**config.mk**
```make
export PLATFORM = sky130hd
export DESIGN_NAME = rtcar_alarm_unit
export DESIGN_NICKNAME = d
export VERILOG_FILES = /design/src/rtcar_pkg.sv /design/src/rtcar_alarm_unit.sv
export SDC_FILE = /design/constraint.sdc
export NUM_CORES = 1
export LEC_CHECK = 0
export BUFFER_PORTS_ARGS = -buffer_cell sky130_fd_sc_hd__buf_2
export CAP_MARGIN = 15
export CORE_ASPECT_RATIO = 0.6
export CORE_MARGIN = 5
export CORE_UTILIZATION = 44
export DETAILED_ROUTE_END_ITERATION = 12
export PLACE_DENSITY_LB_ADDON = 0.2
export SLEW_MARGIN = 0
export SYNTH_ARGS = -nofsm -noshare
export SYNTH_HDL_FRONTEND = slang
export SYNTH_SLANG_ARGS = --single-unit
```
**constraint.sdc**
```tcl
create_clock -name sys_clk_i -period 2.3 [get_ports sys_clk_i]
set_input_delay 0.46 -clock sys_clk_i [delete_from_list [all_inputs] [get_ports sys_clk_i]]
set_output_delay 0.46 -clock sys_clk_i [all_outputs]
set_load 0.03 [all_outputs]
```
**src/rtcar_pkg.sv**
```systemverilog
// Purpose: shared constants and types of the alarm repeat unit, plus its field comparator
// Assumes: time fields arrive in BCD from logic on sys_clk_i
// Notes: the comparator is purely combinational
`timescale 1ns/10ps
package rtcar_pkg;
    localparam int RTCAR_AW = 3;
    localparam int RTCAR_DW = 16;
    // register word offsets
    localparam logic [2:0] RTCAR_OFS_CFG = 3'h0;
    localparam logic [2:0] RTCAR_OFS_WINDOW = 3'h1;
    localparam logic [2:0] RTCAR_OFS_MTHDAY = 3'h2;
    localparam logic [2:0] RTCAR_OFS_CTRL = 3'h3;
    localparam logic [2:0] RTCAR_OFS_INT_STAT = 3'h4;
    localparam logic [2:0] RTCAR_OFS_INT_MASK = 3'h5;
    // config/repeat field positions
    localparam int RTCAR_BIT_ENABLE = 15;
    localparam int RTCAR_BIT_ROLL = 14;
    localparam int RTCAR_SEL_LSB = 10;
    localparam int RTCAR_PTR_LSB = 8;
    // readable bits of each slot
    localparam logic [15:0] RTCAR_MTHDAY_MASK = 16'h1F3F;
    localparam logic [7:0] RTCAR_SEC_MASK = 8'h7F;
    localparam logic [7:0] RTCAR_MIN_MASK = 8'h7F;
    localparam logic [7:0] RTCAR_HOUR_MASK = 8'h3F;
    localparam logic [7:0] RTCAR_WDAY_MASK = 8'h07;
    // reset values, and the repeat count end and wrap values
    localparam logic [15:0] RTCAR_CFG_RST = 16'h0000;
    localparam logic [7:0] RTCAR_SLOT_RST = 8'h00;
    localparam logic [7:0] RTCAR_COUNT_END = 8'h00;
    localparam logic [7:0] RTCAR_COUNT_WRAP = 8'hFF;
    // interrupt status bits
    localparam int RTCAR_INT_W = 2;
    localparam int RTCAR_INT_EVENT = 0;
    localparam int RTCAR_INT_DONE = 1;

    typedef enum logic [3:0] {
        RTCAR_HALF_SEC = 4'b0000,
        RTCAR_ONE_SEC = 4'b0001,
        RTCAR_TEN_SEC = 4'b0010,
        RTCAR_MINUTE = 4'b0011,
        RTCAR_TEN_MIN = 4'b0100,
        RTCAR_HOUR = 4'b0101,
        RTCAR_DAY = 4'b0110,
        RTCAR_WEEK = 4'b0111,
        RTCAR_MONTH = 4'b1000,
        RTCAR_YEAR = 4'b1001
    } rtcar_interval_e;

    typedef enum logic [1:0] {
        RTCAR_PTR_MIN_SEC = 2'b00,
        RTCAR_PTR_WD_HOUR = 2'b01,
        RTCAR_PTR_MTH_DAY = 2'b10,
        RTCAR_PTR_NONE = 2'b11
    } rtcar_ptr_e;

    typedef struct packed {
        logic half;
        logic [7:0] seconds;
        logic [7:0] minutes;
        logic [7:0] hours;
        logic [7:0] weekday;
        logic [7:0] day;
        logic [7:0] month;
    } rtcar_time_s;

    typedef struct packed {
        logic [RTCAR_AW-1:0] addr;
        logic [RTCAR_DW-1:0] wdata;
        logic wr;
        logic rd;
    } rtcar_bus_s;
endpackage : rtcar_pkg

module rtcar_field_match #(
    parameter int W = 8
) (
    input wire logic [W-1:0] now_i,
    input wire logic [W-1:0] alarm_i,
    input wire logic used_i,
    output logic match_o
);
    // a bcd slot is one byte at most, so wider fields have no meaning
    if (W < 1 || W > 8) begin : g_bad_width
        $error("field width out of range");
    end
    // a field the interval does not look at always matches
    assign match_o = !used_i || (now_i == alarm_i);
endmodule : rtcar_field_match

```
**src/rtcar_alarm_unit.sv**
```systemverilog
// Purpose: alarm enable, interval select, repeat counter and alarm value slots of the clock
// Assumes: time_i and tick_i come from the timebase on sys_clk_i; tick_i pulses once per half second
// Notes: registers on a plain port, read data one cycle after the read strobe
//
// Contract
// - alarms fire only while alarm_enable is set, which clears itself after an event at count zero without roll-over.
// - the repeat count is the number of further alarms, 255 down to none.
// - interval codes 0000,0011,0100,0101,0110,0111,1000,1001 mean half second, minute, ten minutes, hour, day, week, month, year.
// - a yearly alarm on February 29th fires only once in four years.
// - the pointer decrements after each window access and halts at 00.
// - the pointer routes 00 to minutes/seconds, 01 to weekday/hours, 10 to month/day, 11 to nothing.
// - month tens digit sits at bit 12 and ones digit at bits 11-8.
// - day tens digit sits at bits 5-4 and ones digit at bits 3-0.
// - the month/day value accepts writes only while clock_write_unlock is 1.
// - bits 15-13 and 7-6 of the month/day value read as zero.
`timescale 1ns/10ps
module rtcar_alarm_unit (
    input wire logic sys_clk_i,
    input wire logic sys_rst_i,
    input wire logic ce_i,
    input wire logic [rtcar_pkg::RTCAR_AW-1:0] addr_i,
    input wire logic [rtcar_pkg::RTCAR_DW-1:0] wdata_i,
    input wire logic wr_i,
    input wire logic rd_i,
    input wire rtcar_pkg::rtcar_time_s time_i,
    input wire logic tick_i,
    output logic [rtcar_pkg::RTCAR_DW-1:0] rdata_o,
    output logic alarm_event_o,
    output logic alarm_enable_o,
    output logic irq_o
);
    import rtcar_pkg::*;

    rtcar_bus_s bus;
    assign bus = '{addr: addr_i, wdata: wdata_i, wr: wr_i, rd: rd_i};

    logic alarm_enable;
    logic roll_over;
    logic [3:0] alarm_interval_select;
    logic [1:0] alarm_value_pointer;
    logic [7:0] alarm_repeat_count;
    logic [7:0] alarm_seconds_slot;
    logic [7:0] alarm_minutes_slot;
    logic [7:0] alarm_hours_slot;
    logic [7:0] alarm_weekday_slot;
    logic [7:0] alarm_day_slot;
    logic [7:0] alarm_month_slot;
    logic clock_write_unlock;
    logic [RTCAR_INT_W-1:0] int_status;
    logic [RTCAR_INT_W-1:0] int_mask;
    logic [15:0] rdata;
    logic alarm_event;
    logic irq;

    logic next_alarm_enable;
    logic next_roll_over;
    logic [3:0] next_alarm_interval_select;
    logic [1:0] next_alarm_value_pointer;
    logic [7:0] next_alarm_repeat_count;
    logic [7:0] next_alarm_seconds_slot;
    logic [7:0] next_alarm_minutes_slot;
    logic [7:0] next_alarm_hours_slot;
    logic [7:0] next_alarm_weekday_slot;
    logic [7:0] next_alarm_day_slot;
    logic [7:0] next_alarm_month_slot;
    logic next_clock_write_unlock;
    logic [RTCAR_INT_W-1:0] next_int_status;
    logic [RTCAR_INT_W-1:0] next_int_mask;
    logic [15:0] next_rdata;
    logic next_alarm_event;
    logic next_irq;

    // field selection per interval
    logic use_sec_ones;
    logic use_sec_tens;
    logic use_min_ones;
    logic use_min_tens;
    logic use_hour;
    logic use_wday;
    logic use_day;
    logic use_month;
    logic phase_ok;
    logic valid_code;
    logic [7:0] field_match;
    logic hit;

    always_comb begin
        use_sec_ones = 1'b0;
        use_sec_tens = 1'b0;
        use_min_ones = 1'b0;
        use_min_tens = 1'b0;
        use_hour = 1'b0;
        use_wday = 1'b0;
        use_day = 1'b0;
        use_month = 1'b0;
        phase_ok = 1'b1;
        valid_code = 1'b1;
        case (alarm_interval_select)
            RTCAR_HALF_SEC: begin
                phase_ok = 1'b1;
            end
            RTCAR_ONE_SEC: begin
                phase_ok = !time_i.half;
            end
            RTCAR_TEN_SEC: begin
                phase_ok = !time_i.half;
                use_sec_ones = 1'b1;
            end
            RTCAR_MINUTE: begin
                phase_ok = !time_i.half;
                {use_sec_ones, use_sec_tens} = 2'h3;
            end
            RTCAR_TEN_MIN: begin
                phase_ok = !time_i.half;
                {use_sec_ones, use_sec_tens, use_min_ones} = 3'h7;
            end
            RTCAR_HOUR: begin
                phase_ok = !time_i.half;
                {use_sec_ones, use_sec_tens, use_min_ones, use_min_tens} = 4'hF;
            end
            RTCAR_DAY: begin
                phase_ok = !time_i.half;
                {use_sec_ones, use_sec_tens, use_min_ones, use_min_tens, use_hour} = 5'h1F;
            end
            RTCAR_WEEK: begin
                phase_ok = !time_i.half;
                {use_sec_ones, use_sec_tens, use_min_ones, use_min_tens, use_hour, use_wday} = 6'h3F;
            end
            RTCAR_MONTH: begin
                phase_ok = !time_i.half;
                {use_sec_ones, use_sec_tens, use_min_ones, use_min_tens, use_hour, use_day} = 6'h3F;
            end
            // feb 29 exists only in leap years, so a full date match limits it
            RTCAR_YEAR: begin
                phase_ok = !time_i.half;
                {use_sec_ones, use_sec_tens, use_min_ones, use_min_tens, use_hour, use_day, use_month} = 7'h7F;
            end
            default: begin
                valid_code = 1'b0;
            end
        endcase
    end

    rtcar_field_match #(.W(4)) u_sec_ones (.now_i(time_i.seconds[3:0]), .alarm_i(alarm_seconds_slot[3:0]),
        .used_i(use_sec_ones), .match_o(field_match[0]));
    rtcar_field_match #(.W(4)) u_sec_tens (.now_i(time_i.seconds[7:4] & RTCAR_SEC_MASK[7:4]),
        .alarm_i(alarm_seconds_slot[7:4] & RTCAR_SEC_MASK[7:4]), .used_i(use_sec_tens), .match_o(field_match[1]));
    rtcar_field_match #(.W(4)) u_min_ones (.now_i(time_i.minutes[3:0]), .alarm_i(alarm_minutes_slot[3:0]),
        .used_i(use_min_ones), .match_o(field_match[2]));
    rtcar_field_match #(.W(4)) u_min_tens (.now_i(time_i.minutes[7:4] & RTCAR_MIN_MASK[7:4]),
        .alarm_i(alarm_minutes_slot[7:4] & RTCAR_MIN_MASK[7:4]), .used_i(use_min_tens), .match_o(field_match[3]));
    rtcar_field_match #(.W(8)) u_hour (.now_i(time_i.hours & RTCAR_HOUR_MASK),
        .alarm_i(alarm_hours_slot & RTCAR_HOUR_MASK), .used_i(use_hour), .match_o(field_match[4]));
    rtcar_field_match #(.W(8)) u_wday (.now_i(time_i.weekday & RTCAR_WDAY_MASK),
        .alarm_i(alarm_weekday_slot & RTCAR_WDAY_MASK), .used_i(use_wday), .match_o(field_match[5]));
    rtcar_field_match #(.W(8)) u_day (.now_i(time_i.day & RTCAR_MTHDAY_MASK[7:0]),
        .alarm_i(alarm_day_slot & RTCAR_MTHDAY_MASK[7:0]), .used_i(use_day), .match_o(field_match[6]));
    rtcar_field_match #(.W(8)) u_month (.now_i(time_i.month & RTCAR_MTHDAY_MASK[15:8]),
        .alarm_i(alarm_month_slot & RTCAR_MTHDAY_MASK[15:8]), .used_i(use_month), .match_o(field_match[7]));

    assign hit = tick_i && alarm_enable && valid_code && phase_ok && (&field_match);

    logic win_access;
    logic [15:0] win_read;
    logic [15:0] mthday_read;
    assign win_access = (bus.wr || bus.rd) && bus.addr == RTCAR_OFS_WINDOW;
    // month digits in the high byte
    // day digits in the low byte
    assign mthday_read = {alarm_month_slot, alarm_day_slot} & RTCAR_MTHDAY_MASK;

    always_comb begin
        unique case (alarm_value_pointer)
            RTCAR_PTR_MIN_SEC: win_read = {alarm_minutes_slot & RTCAR_MIN_MASK, alarm_seconds_slot & RTCAR_SEC_MASK};
            RTCAR_PTR_WD_HOUR: win_read = {alarm_weekday_slot & RTCAR_WDAY_MASK, alarm_hours_slot & RTCAR_HOUR_MASK};
            RTCAR_PTR_MTH_DAY: win_read = mthday_read;
            RTCAR_PTR_NONE: win_read = 16'h0000;
        endcase
    end

    always_comb begin
        next_alarm_enable = alarm_enable;
        next_roll_over = roll_over;
        next_alarm_interval_select = alarm_interval_select;
        next_alarm_value_pointer = alarm_value_pointer;
        next_alarm_repeat_count = alarm_repeat_count;
        next_alarm_seconds_slot = alarm_seconds_slot;
        next_alarm_minutes_slot = alarm_minutes_slot;
        next_alarm_hours_slot = alarm_hours_slot;
        next_alarm_weekday_slot = alarm_weekday_slot;
        next_alarm_day_slot = alarm_day_slot;
        next_alarm_month_slot = alarm_month_slot;
        next_clock_write_unlock = clock_write_unlock;
        next_int_mask = int_mask;
        next_int_status = int_status;
        next_rdata = 16'h0000;
        next_alarm_event = hit;
        if (bus.wr) begin
            unique case (bus.addr)
                RTCAR_OFS_CFG: begin
                    next_alarm_enable = bus.wdata[RTCAR_BIT_ENABLE];
                    next_roll_over = bus.wdata[RTCAR_BIT_ROLL];
                    next_alarm_interval_select = bus.wdata[RTCAR_SEL_LSB +: 4];
                    next_alarm_value_pointer = bus.wdata[RTCAR_PTR_LSB +: 2];
                    next_alarm_repeat_count = bus.wdata[7:0];
                end
                RTCAR_OFS_WINDOW: begin
                    unique case (alarm_value_pointer)
                        RTCAR_PTR_MIN_SEC: {next_alarm_minutes_slot, next_alarm_seconds_slot} = bus.wdata;
                        RTCAR_PTR_WD_HOUR: {next_alarm_weekday_slot, next_alarm_hours_slot} = bus.wdata;
                        RTCAR_PTR_MTH_DAY: begin
                            if (clock_write_unlock) begin
                                {next_alarm_month_slot, next_alarm_day_slot} = bus.wdata & RTCAR_MTHDAY_MASK;
                            end
                        end
                        RTCAR_PTR_NONE: begin
                        end
                    endcase
                end
                RTCAR_OFS_MTHDAY: begin
                    if (clock_write_unlock) begin
                        {next_alarm_month_slot, next_alarm_day_slot} = bus.wdata & RTCAR_MTHDAY_MASK;
                    end
                end
                RTCAR_OFS_CTRL: next_clock_write_unlock = bus.wdata[0];
                RTCAR_OFS_INT_STAT: next_int_status = int_status & ~bus.wdata[RTCAR_INT_W-1:0];
                RTCAR_OFS_INT_MASK: next_int_mask = bus.wdata[RTCAR_INT_W-1:0];
                default: begin
                end
            endcase
        end
        if (bus.rd) begin
            unique case (bus.addr)
                RTCAR_OFS_CFG: next_rdata = {alarm_enable, roll_over, alarm_interval_select,
                    alarm_value_pointer, alarm_repeat_count};
                RTCAR_OFS_WINDOW: next_rdata = win_read;
                RTCAR_OFS_MTHDAY: next_rdata = mthday_read;
                RTCAR_OFS_CTRL: next_rdata = {15'h0000, clock_write_unlock};
                RTCAR_OFS_INT_STAT: next_rdata = {14'h0000, int_status};
                RTCAR_OFS_INT_MASK: next_rdata = {14'h0000, int_mask};
                default: next_rdata = 16'h0000;
            endcase
        end
        // step pointer down, halt at 00
        if (win_access && alarm_value_pointer != RTCAR_PTR_MIN_SEC) begin
            next_alarm_value_pointer = alarm_value_pointer - 2'h1;
        end
        if (hit) begin
            // hardware set wins over a same-cycle clear
            next_int_status[RTCAR_INT_EVENT] = 1'b1;
            if (alarm_repeat_count == RTCAR_COUNT_END) begin
                if (roll_over) begin
                    next_alarm_repeat_count = RTCAR_COUNT_WRAP;
                end else begin
                    next_alarm_enable = 1'b0;
                    next_int_status[RTCAR_INT_DONE] = 1'b1;
                end
            end else begin
                // count is alarms still to come
                next_alarm_repeat_count = alarm_repeat_count - 8'h01;
            end
        end
        next_irq = |(next_int_status & next_int_mask);
    end

    always_ff @(posedge sys_clk_i) begin
        if (sys_rst_i) begin
            {alarm_enable, roll_over, alarm_interval_select, alarm_value_pointer, alarm_repeat_count} <= RTCAR_CFG_RST;
            alarm_seconds_slot <= RTCAR_SLOT_RST;
            alarm_minutes_slot <= RTCAR_SLOT_RST;
            alarm_hours_slot <= RTCAR_SLOT_RST;
            alarm_weekday_slot <= RTCAR_SLOT_RST;
            alarm_day_slot <= RTCAR_SLOT_RST;
            alarm_month_slot <= RTCAR_SLOT_RST;
            clock_write_unlock <= 1'b0;
            int_status <= '0;
            int_mask <= '0;
            rdata <= 16'h0000;
            alarm_event <= 1'b0;
            irq <= 1'b0;
        end else if (ce_i) begin
            alarm_enable <= next_alarm_enable;
            roll_over <= next_roll_over;
            alarm_interval_select <= next_alarm_interval_select;
            alarm_value_pointer <= next_alarm_value_pointer;
            alarm_repeat_count <= next_alarm_repeat_count;
            alarm_seconds_slot <= next_alarm_seconds_slot;
            alarm_minutes_slot <= next_alarm_minutes_slot;
            alarm_hours_slot <= next_alarm_hours_slot;
            alarm_weekday_slot <= next_alarm_weekday_slot;
            alarm_day_slot <= next_alarm_day_slot;
            alarm_month_slot <= next_alarm_month_slot;
            clock_write_unlock <= next_clock_write_unlock;
            int_status <= next_int_status;
            int_mask <= next_int_mask;
            rdata <= next_rdata;
            alarm_event <= next_alarm_event;
            irq <= next_irq;
        end
    end

    assign rdata_o = rdata;
    assign alarm_event_o = alarm_event;
    assign alarm_enable_o = alarm_enable;
    assign irq_o = irq;
endmodule : rtcar_alarm_unit

```
==> metrics.md <==
| Metric | Value |
|---|---|
| Critical hold path startpoint | `wdata_i[14]` |
| Row Count | `27` |
| Clock root buffer | `clkbuf_16` |
| Outcome | `completed` |
| Post-Syn Area | `4272 um2` |
| Flop pwr share | `41.3%` |
| Net Sw Frac | `26.33%` |
| Core Area | `9324 um2` |
| Asr flop ratio synth | `0%` |
| Worst-Margin Slew | `517.0 ps` |
| Final setup vio count | `0` |
| Most common library cell in the layout ignoring fill and taps | `nand2_1` |
| Logic pwr share | `13.4%` |
| ANT cells | `0` |
| GPL Wtd Cong | `0.9454` |
| Flop and latch count out of synthesis | `73` |
| Clock Power Share | `45.3%` |
| Power Dens Cells | `539.0 nW/um2` |
| Main synth FF type | `dfxtp_1` |
| FF-to-FF path depth | `8` |
| DIE HEIGHT | `86.32 um` |
| Peak VDD IR | `0.4257 mV` |
| Clock Tree Buf Depth | `2` |
| Hold endpoint | `alarm_minutes_slot[6]` |
| Internal power | `2.296 mW` |
| Dpl hpwl | `11810 um` |
| Synth Area per Inst | `7.697 um2` |
| Max-Cap Viols | `0` |
| Ys Warns | `0` |
| Dpl cells | `796` |
| CTS Buf Count | `9` |
| CTS tree | `yes` |
| Antenna viol nets, final | `0` |
| First-pass DRT Iterations | `8` |
| CP max stage delay | `370 ps` |
| FF-to-FF setup slack | `20 ps` |
| Largest net degree at the start of global routing | `34` |
| Tot GR Track Use | `26.94%` |
| Fin. Hold Viols | `0` |
| CP arrival | `2530 ps` |
| Register area share after synthesis | `34.21%` |
| Number of synthesized flops with an enable pin | `0` |
| Iter 0 DRT Violations | `701` |
| Clock latency on the worst-skew pair | `340 ps` |
| Worst path slowest cell | `nor4_4` |
| Slew headroom | `65.27%` |
| Final worst hold slack | `371.1 ps` |
| Syn Inst Count | `555` |
| CP endpoint kind | `flop` |
| Port bufs | `78` |
| Nets | `761` |
| Final non-filler cell total | `817` |
| Die area | `11840 um2` |
| Horiz. Die Dim | `137.2 um` |
| Initial antenna violation count | `0` |
| Initial Utilization | `45.81%` |
| Tmin final | `2281 ps` |
| Worst-path clk slew | `60 ps` |
| Layout cells sized above 1 | `30.86%` |
| Clock Sinks | `73` |
| Syn_nets | `634` |
| First-pass GRT wire length | `24550 um` |
| HP Class | `in -> reg` |
| Layout Skew | `4.811 ps` |
| Vias in the first global route | `4506` |
| IO Count | `93` |
| Critical Path Source | `alarm_interval_select[3]` |
| Reg2reg end | `alarm_repeat_count[3]` |
| Setup CP Type | `reg -> reg` |
| Most frequent cells in the layout | `nand2_1 (84), buf_2 (78), buf_4 (74), dfxtp_1 (71), nor2_1 (64)` |
| Crit path launch type | `flop` |
| Unrepaired setup endpoints after global routing | `true` |
| Worst Hold Depth | `3` |
| Synth unique cells | `59` |
| Sw Pwr | `0.8208 mW` |
| CP Data Required Time | `2550 ps` |
| Max Clock Freq | `438.4 MHz` |
| Drt total wl | `15810 um` |
| CP max FO | `5` |
| Hold_buf cts | `0` |
| Worst path cell trace | `o21a_1 > o32ai_4 > o2111ai_4 > nor4_4 > nand3_2 > buf_4 > and3_1 > o221ai_1` |
| Wire per inst | `19.35 um` |
| Final Cycle Share | `99.16%` |
| Vias/cell | `5.868` |
| Vias | `4794` |
| R2R Path Start | `alarm_interval_select[3]` |
| H-tree Lvls | `3` |
| P_leak | `2.257 nW` |
| Slew Limit Fails | `0` |
| Area delta synth->final | `35.38%` |
| Drt drc | `0` |
| Gr ovfl total | `0` |
-- flip-flops by register name (all words and copies together) (netlist names), 3 cells and up --
name                   cells
rdata_o                   16
alarm_repeat_count         8
alarm_minutes_slot         7
alarm_seconds_slot         7
alarm_day_slot             6
alarm_hours_slot           6
alarm_month_slot           5
alarm_interval_select      4
alarm_weekday_slot         3
-- how the worst max path moves through the flow --
stage / to / slack [ps] / depth (start not counted)
after floorplan: alarm_repeat_count[4] / 10 / 9
after global placement: alarm_repeat_count[3] / -310 / 9
after detailed placement: alarm_repeat_count[3] / -350 / 9
after CTS: alarm_repeat_count[0] / 8 / 7
after global routing: alarm_repeat_count[2] / -60 / 7
final: alarm_repeat_count[3] / 20 / 8
-- cells in the mapped netlist (all sizes together), types with 4 or more instances --
cell type  number  area share [%]
o221ai          4            0.97
buf             9             1.2
xor2           24             4.9
clkbuf         30             2.6
mux2i          27             6.3
o21ai          21             2.5
a311oi          6             1.2
nor2           64             5.6
xnor2          10             2.1
inv            11            0.97
a221oi          4            0.82
dfxtp          73              34
nor3           12             1.4
a211oi          4            0.82
nand2          84             7.4
nor4            6             1.2
nand2b          4            0.59
nand4          12             1.8
o311ai          4             1.0
a21oi          54             6.3
nand3          29             3.5
nor2b           7             1.0
and3            5            0.73
ha              5             1.5
a22oi           6             1.1
-- worst max-delay path, delay by kind of cell (launching register included) --
family / cells / cell delay [ps]
AOI/OAI and AO/OA: 4 / 930
buffers and inverters: 1 / 200
DFF: 1 / 350
and+or+nand+nor: 3 / 720
-- metal layers --
| metal | global-route usage [%] | vias to the layer above | wire, um |
|---|---|---|---|
| met5 | 0 | - | 0 |
| met4 | 5.163 | 0 | 213 |
| met3 | 10.85 | 25 | 2135 |
| met2 | 37.13 | 338 | 6330 |
| met1 | 39.44 | 2201 | 7126 |
| li1 | - | 2230 | - |
-- final cells by class --
type	instances	area [um2]
timing repair buffer	155	979.7
clock inverter	6	57.56
clock buffer	10	239.0
sequential	73	1466
fill	875	3541
inverter	12	45.04
tap	130	162.7
multi-input combinational	431	2833
-- through the flow --
stage                     worst slack, ps  util (%)  area [um2]  total power, mW  setup TNS [ps]
after CTS                           8.243     60.00        5594            3.094               0
after floorplan                     9.951         -        4272            1.513               0
after detailed placement           -352.6     55.84        5206            1.687           -3785
after global placement             -305.4     55.84        5206            1.683           -3092
final                               19.24     62.02        5783            3.117               0
after global routing               -62.30     62.02        5783            3.234          -345.1
-- what timing repair did --
| item | 4_1_cts | 5_1_grt |
|---|---|---|
| endpoints found under the hold margin | 0 | 0 |
| endpoints found under the setup margin | 13 | 14 |
| pin swaps | 12 | 20 |
| setup buffers | 2 | 5 |
| resized for setup | 14 | 31 |
-- power by group through the flow --
stage          combinational, mW  sequential (mW)  clock [mW]
6_report                   0.419             1.29        1.41
5_1_grt                    0.451             1.29        1.49
4_1_cts                    0.381             1.29        1.43
2_1_floorplan              0.197             1.32           0
3_3_place_gp               0.368             1.31           0
3_5_place_dp               0.372             1.32           0
-- kinds of logic after synthesis --
| kind of cell | Yosys count | synth area share, % |
|---|---|---|
| simple gates | 236 | 25.63 |
| fa+ha+maj | 5 | 1.465 |
| flops | 73 | 34.21 |
| buf+inv | 51 | 4.921 |
| xor+xnor | 34 | 6.971 |
| compound gates | 127 | 19.95 |
| mux | 29 | 6.854 |
No activity file was read; power rests on OpenSTA's default activity.
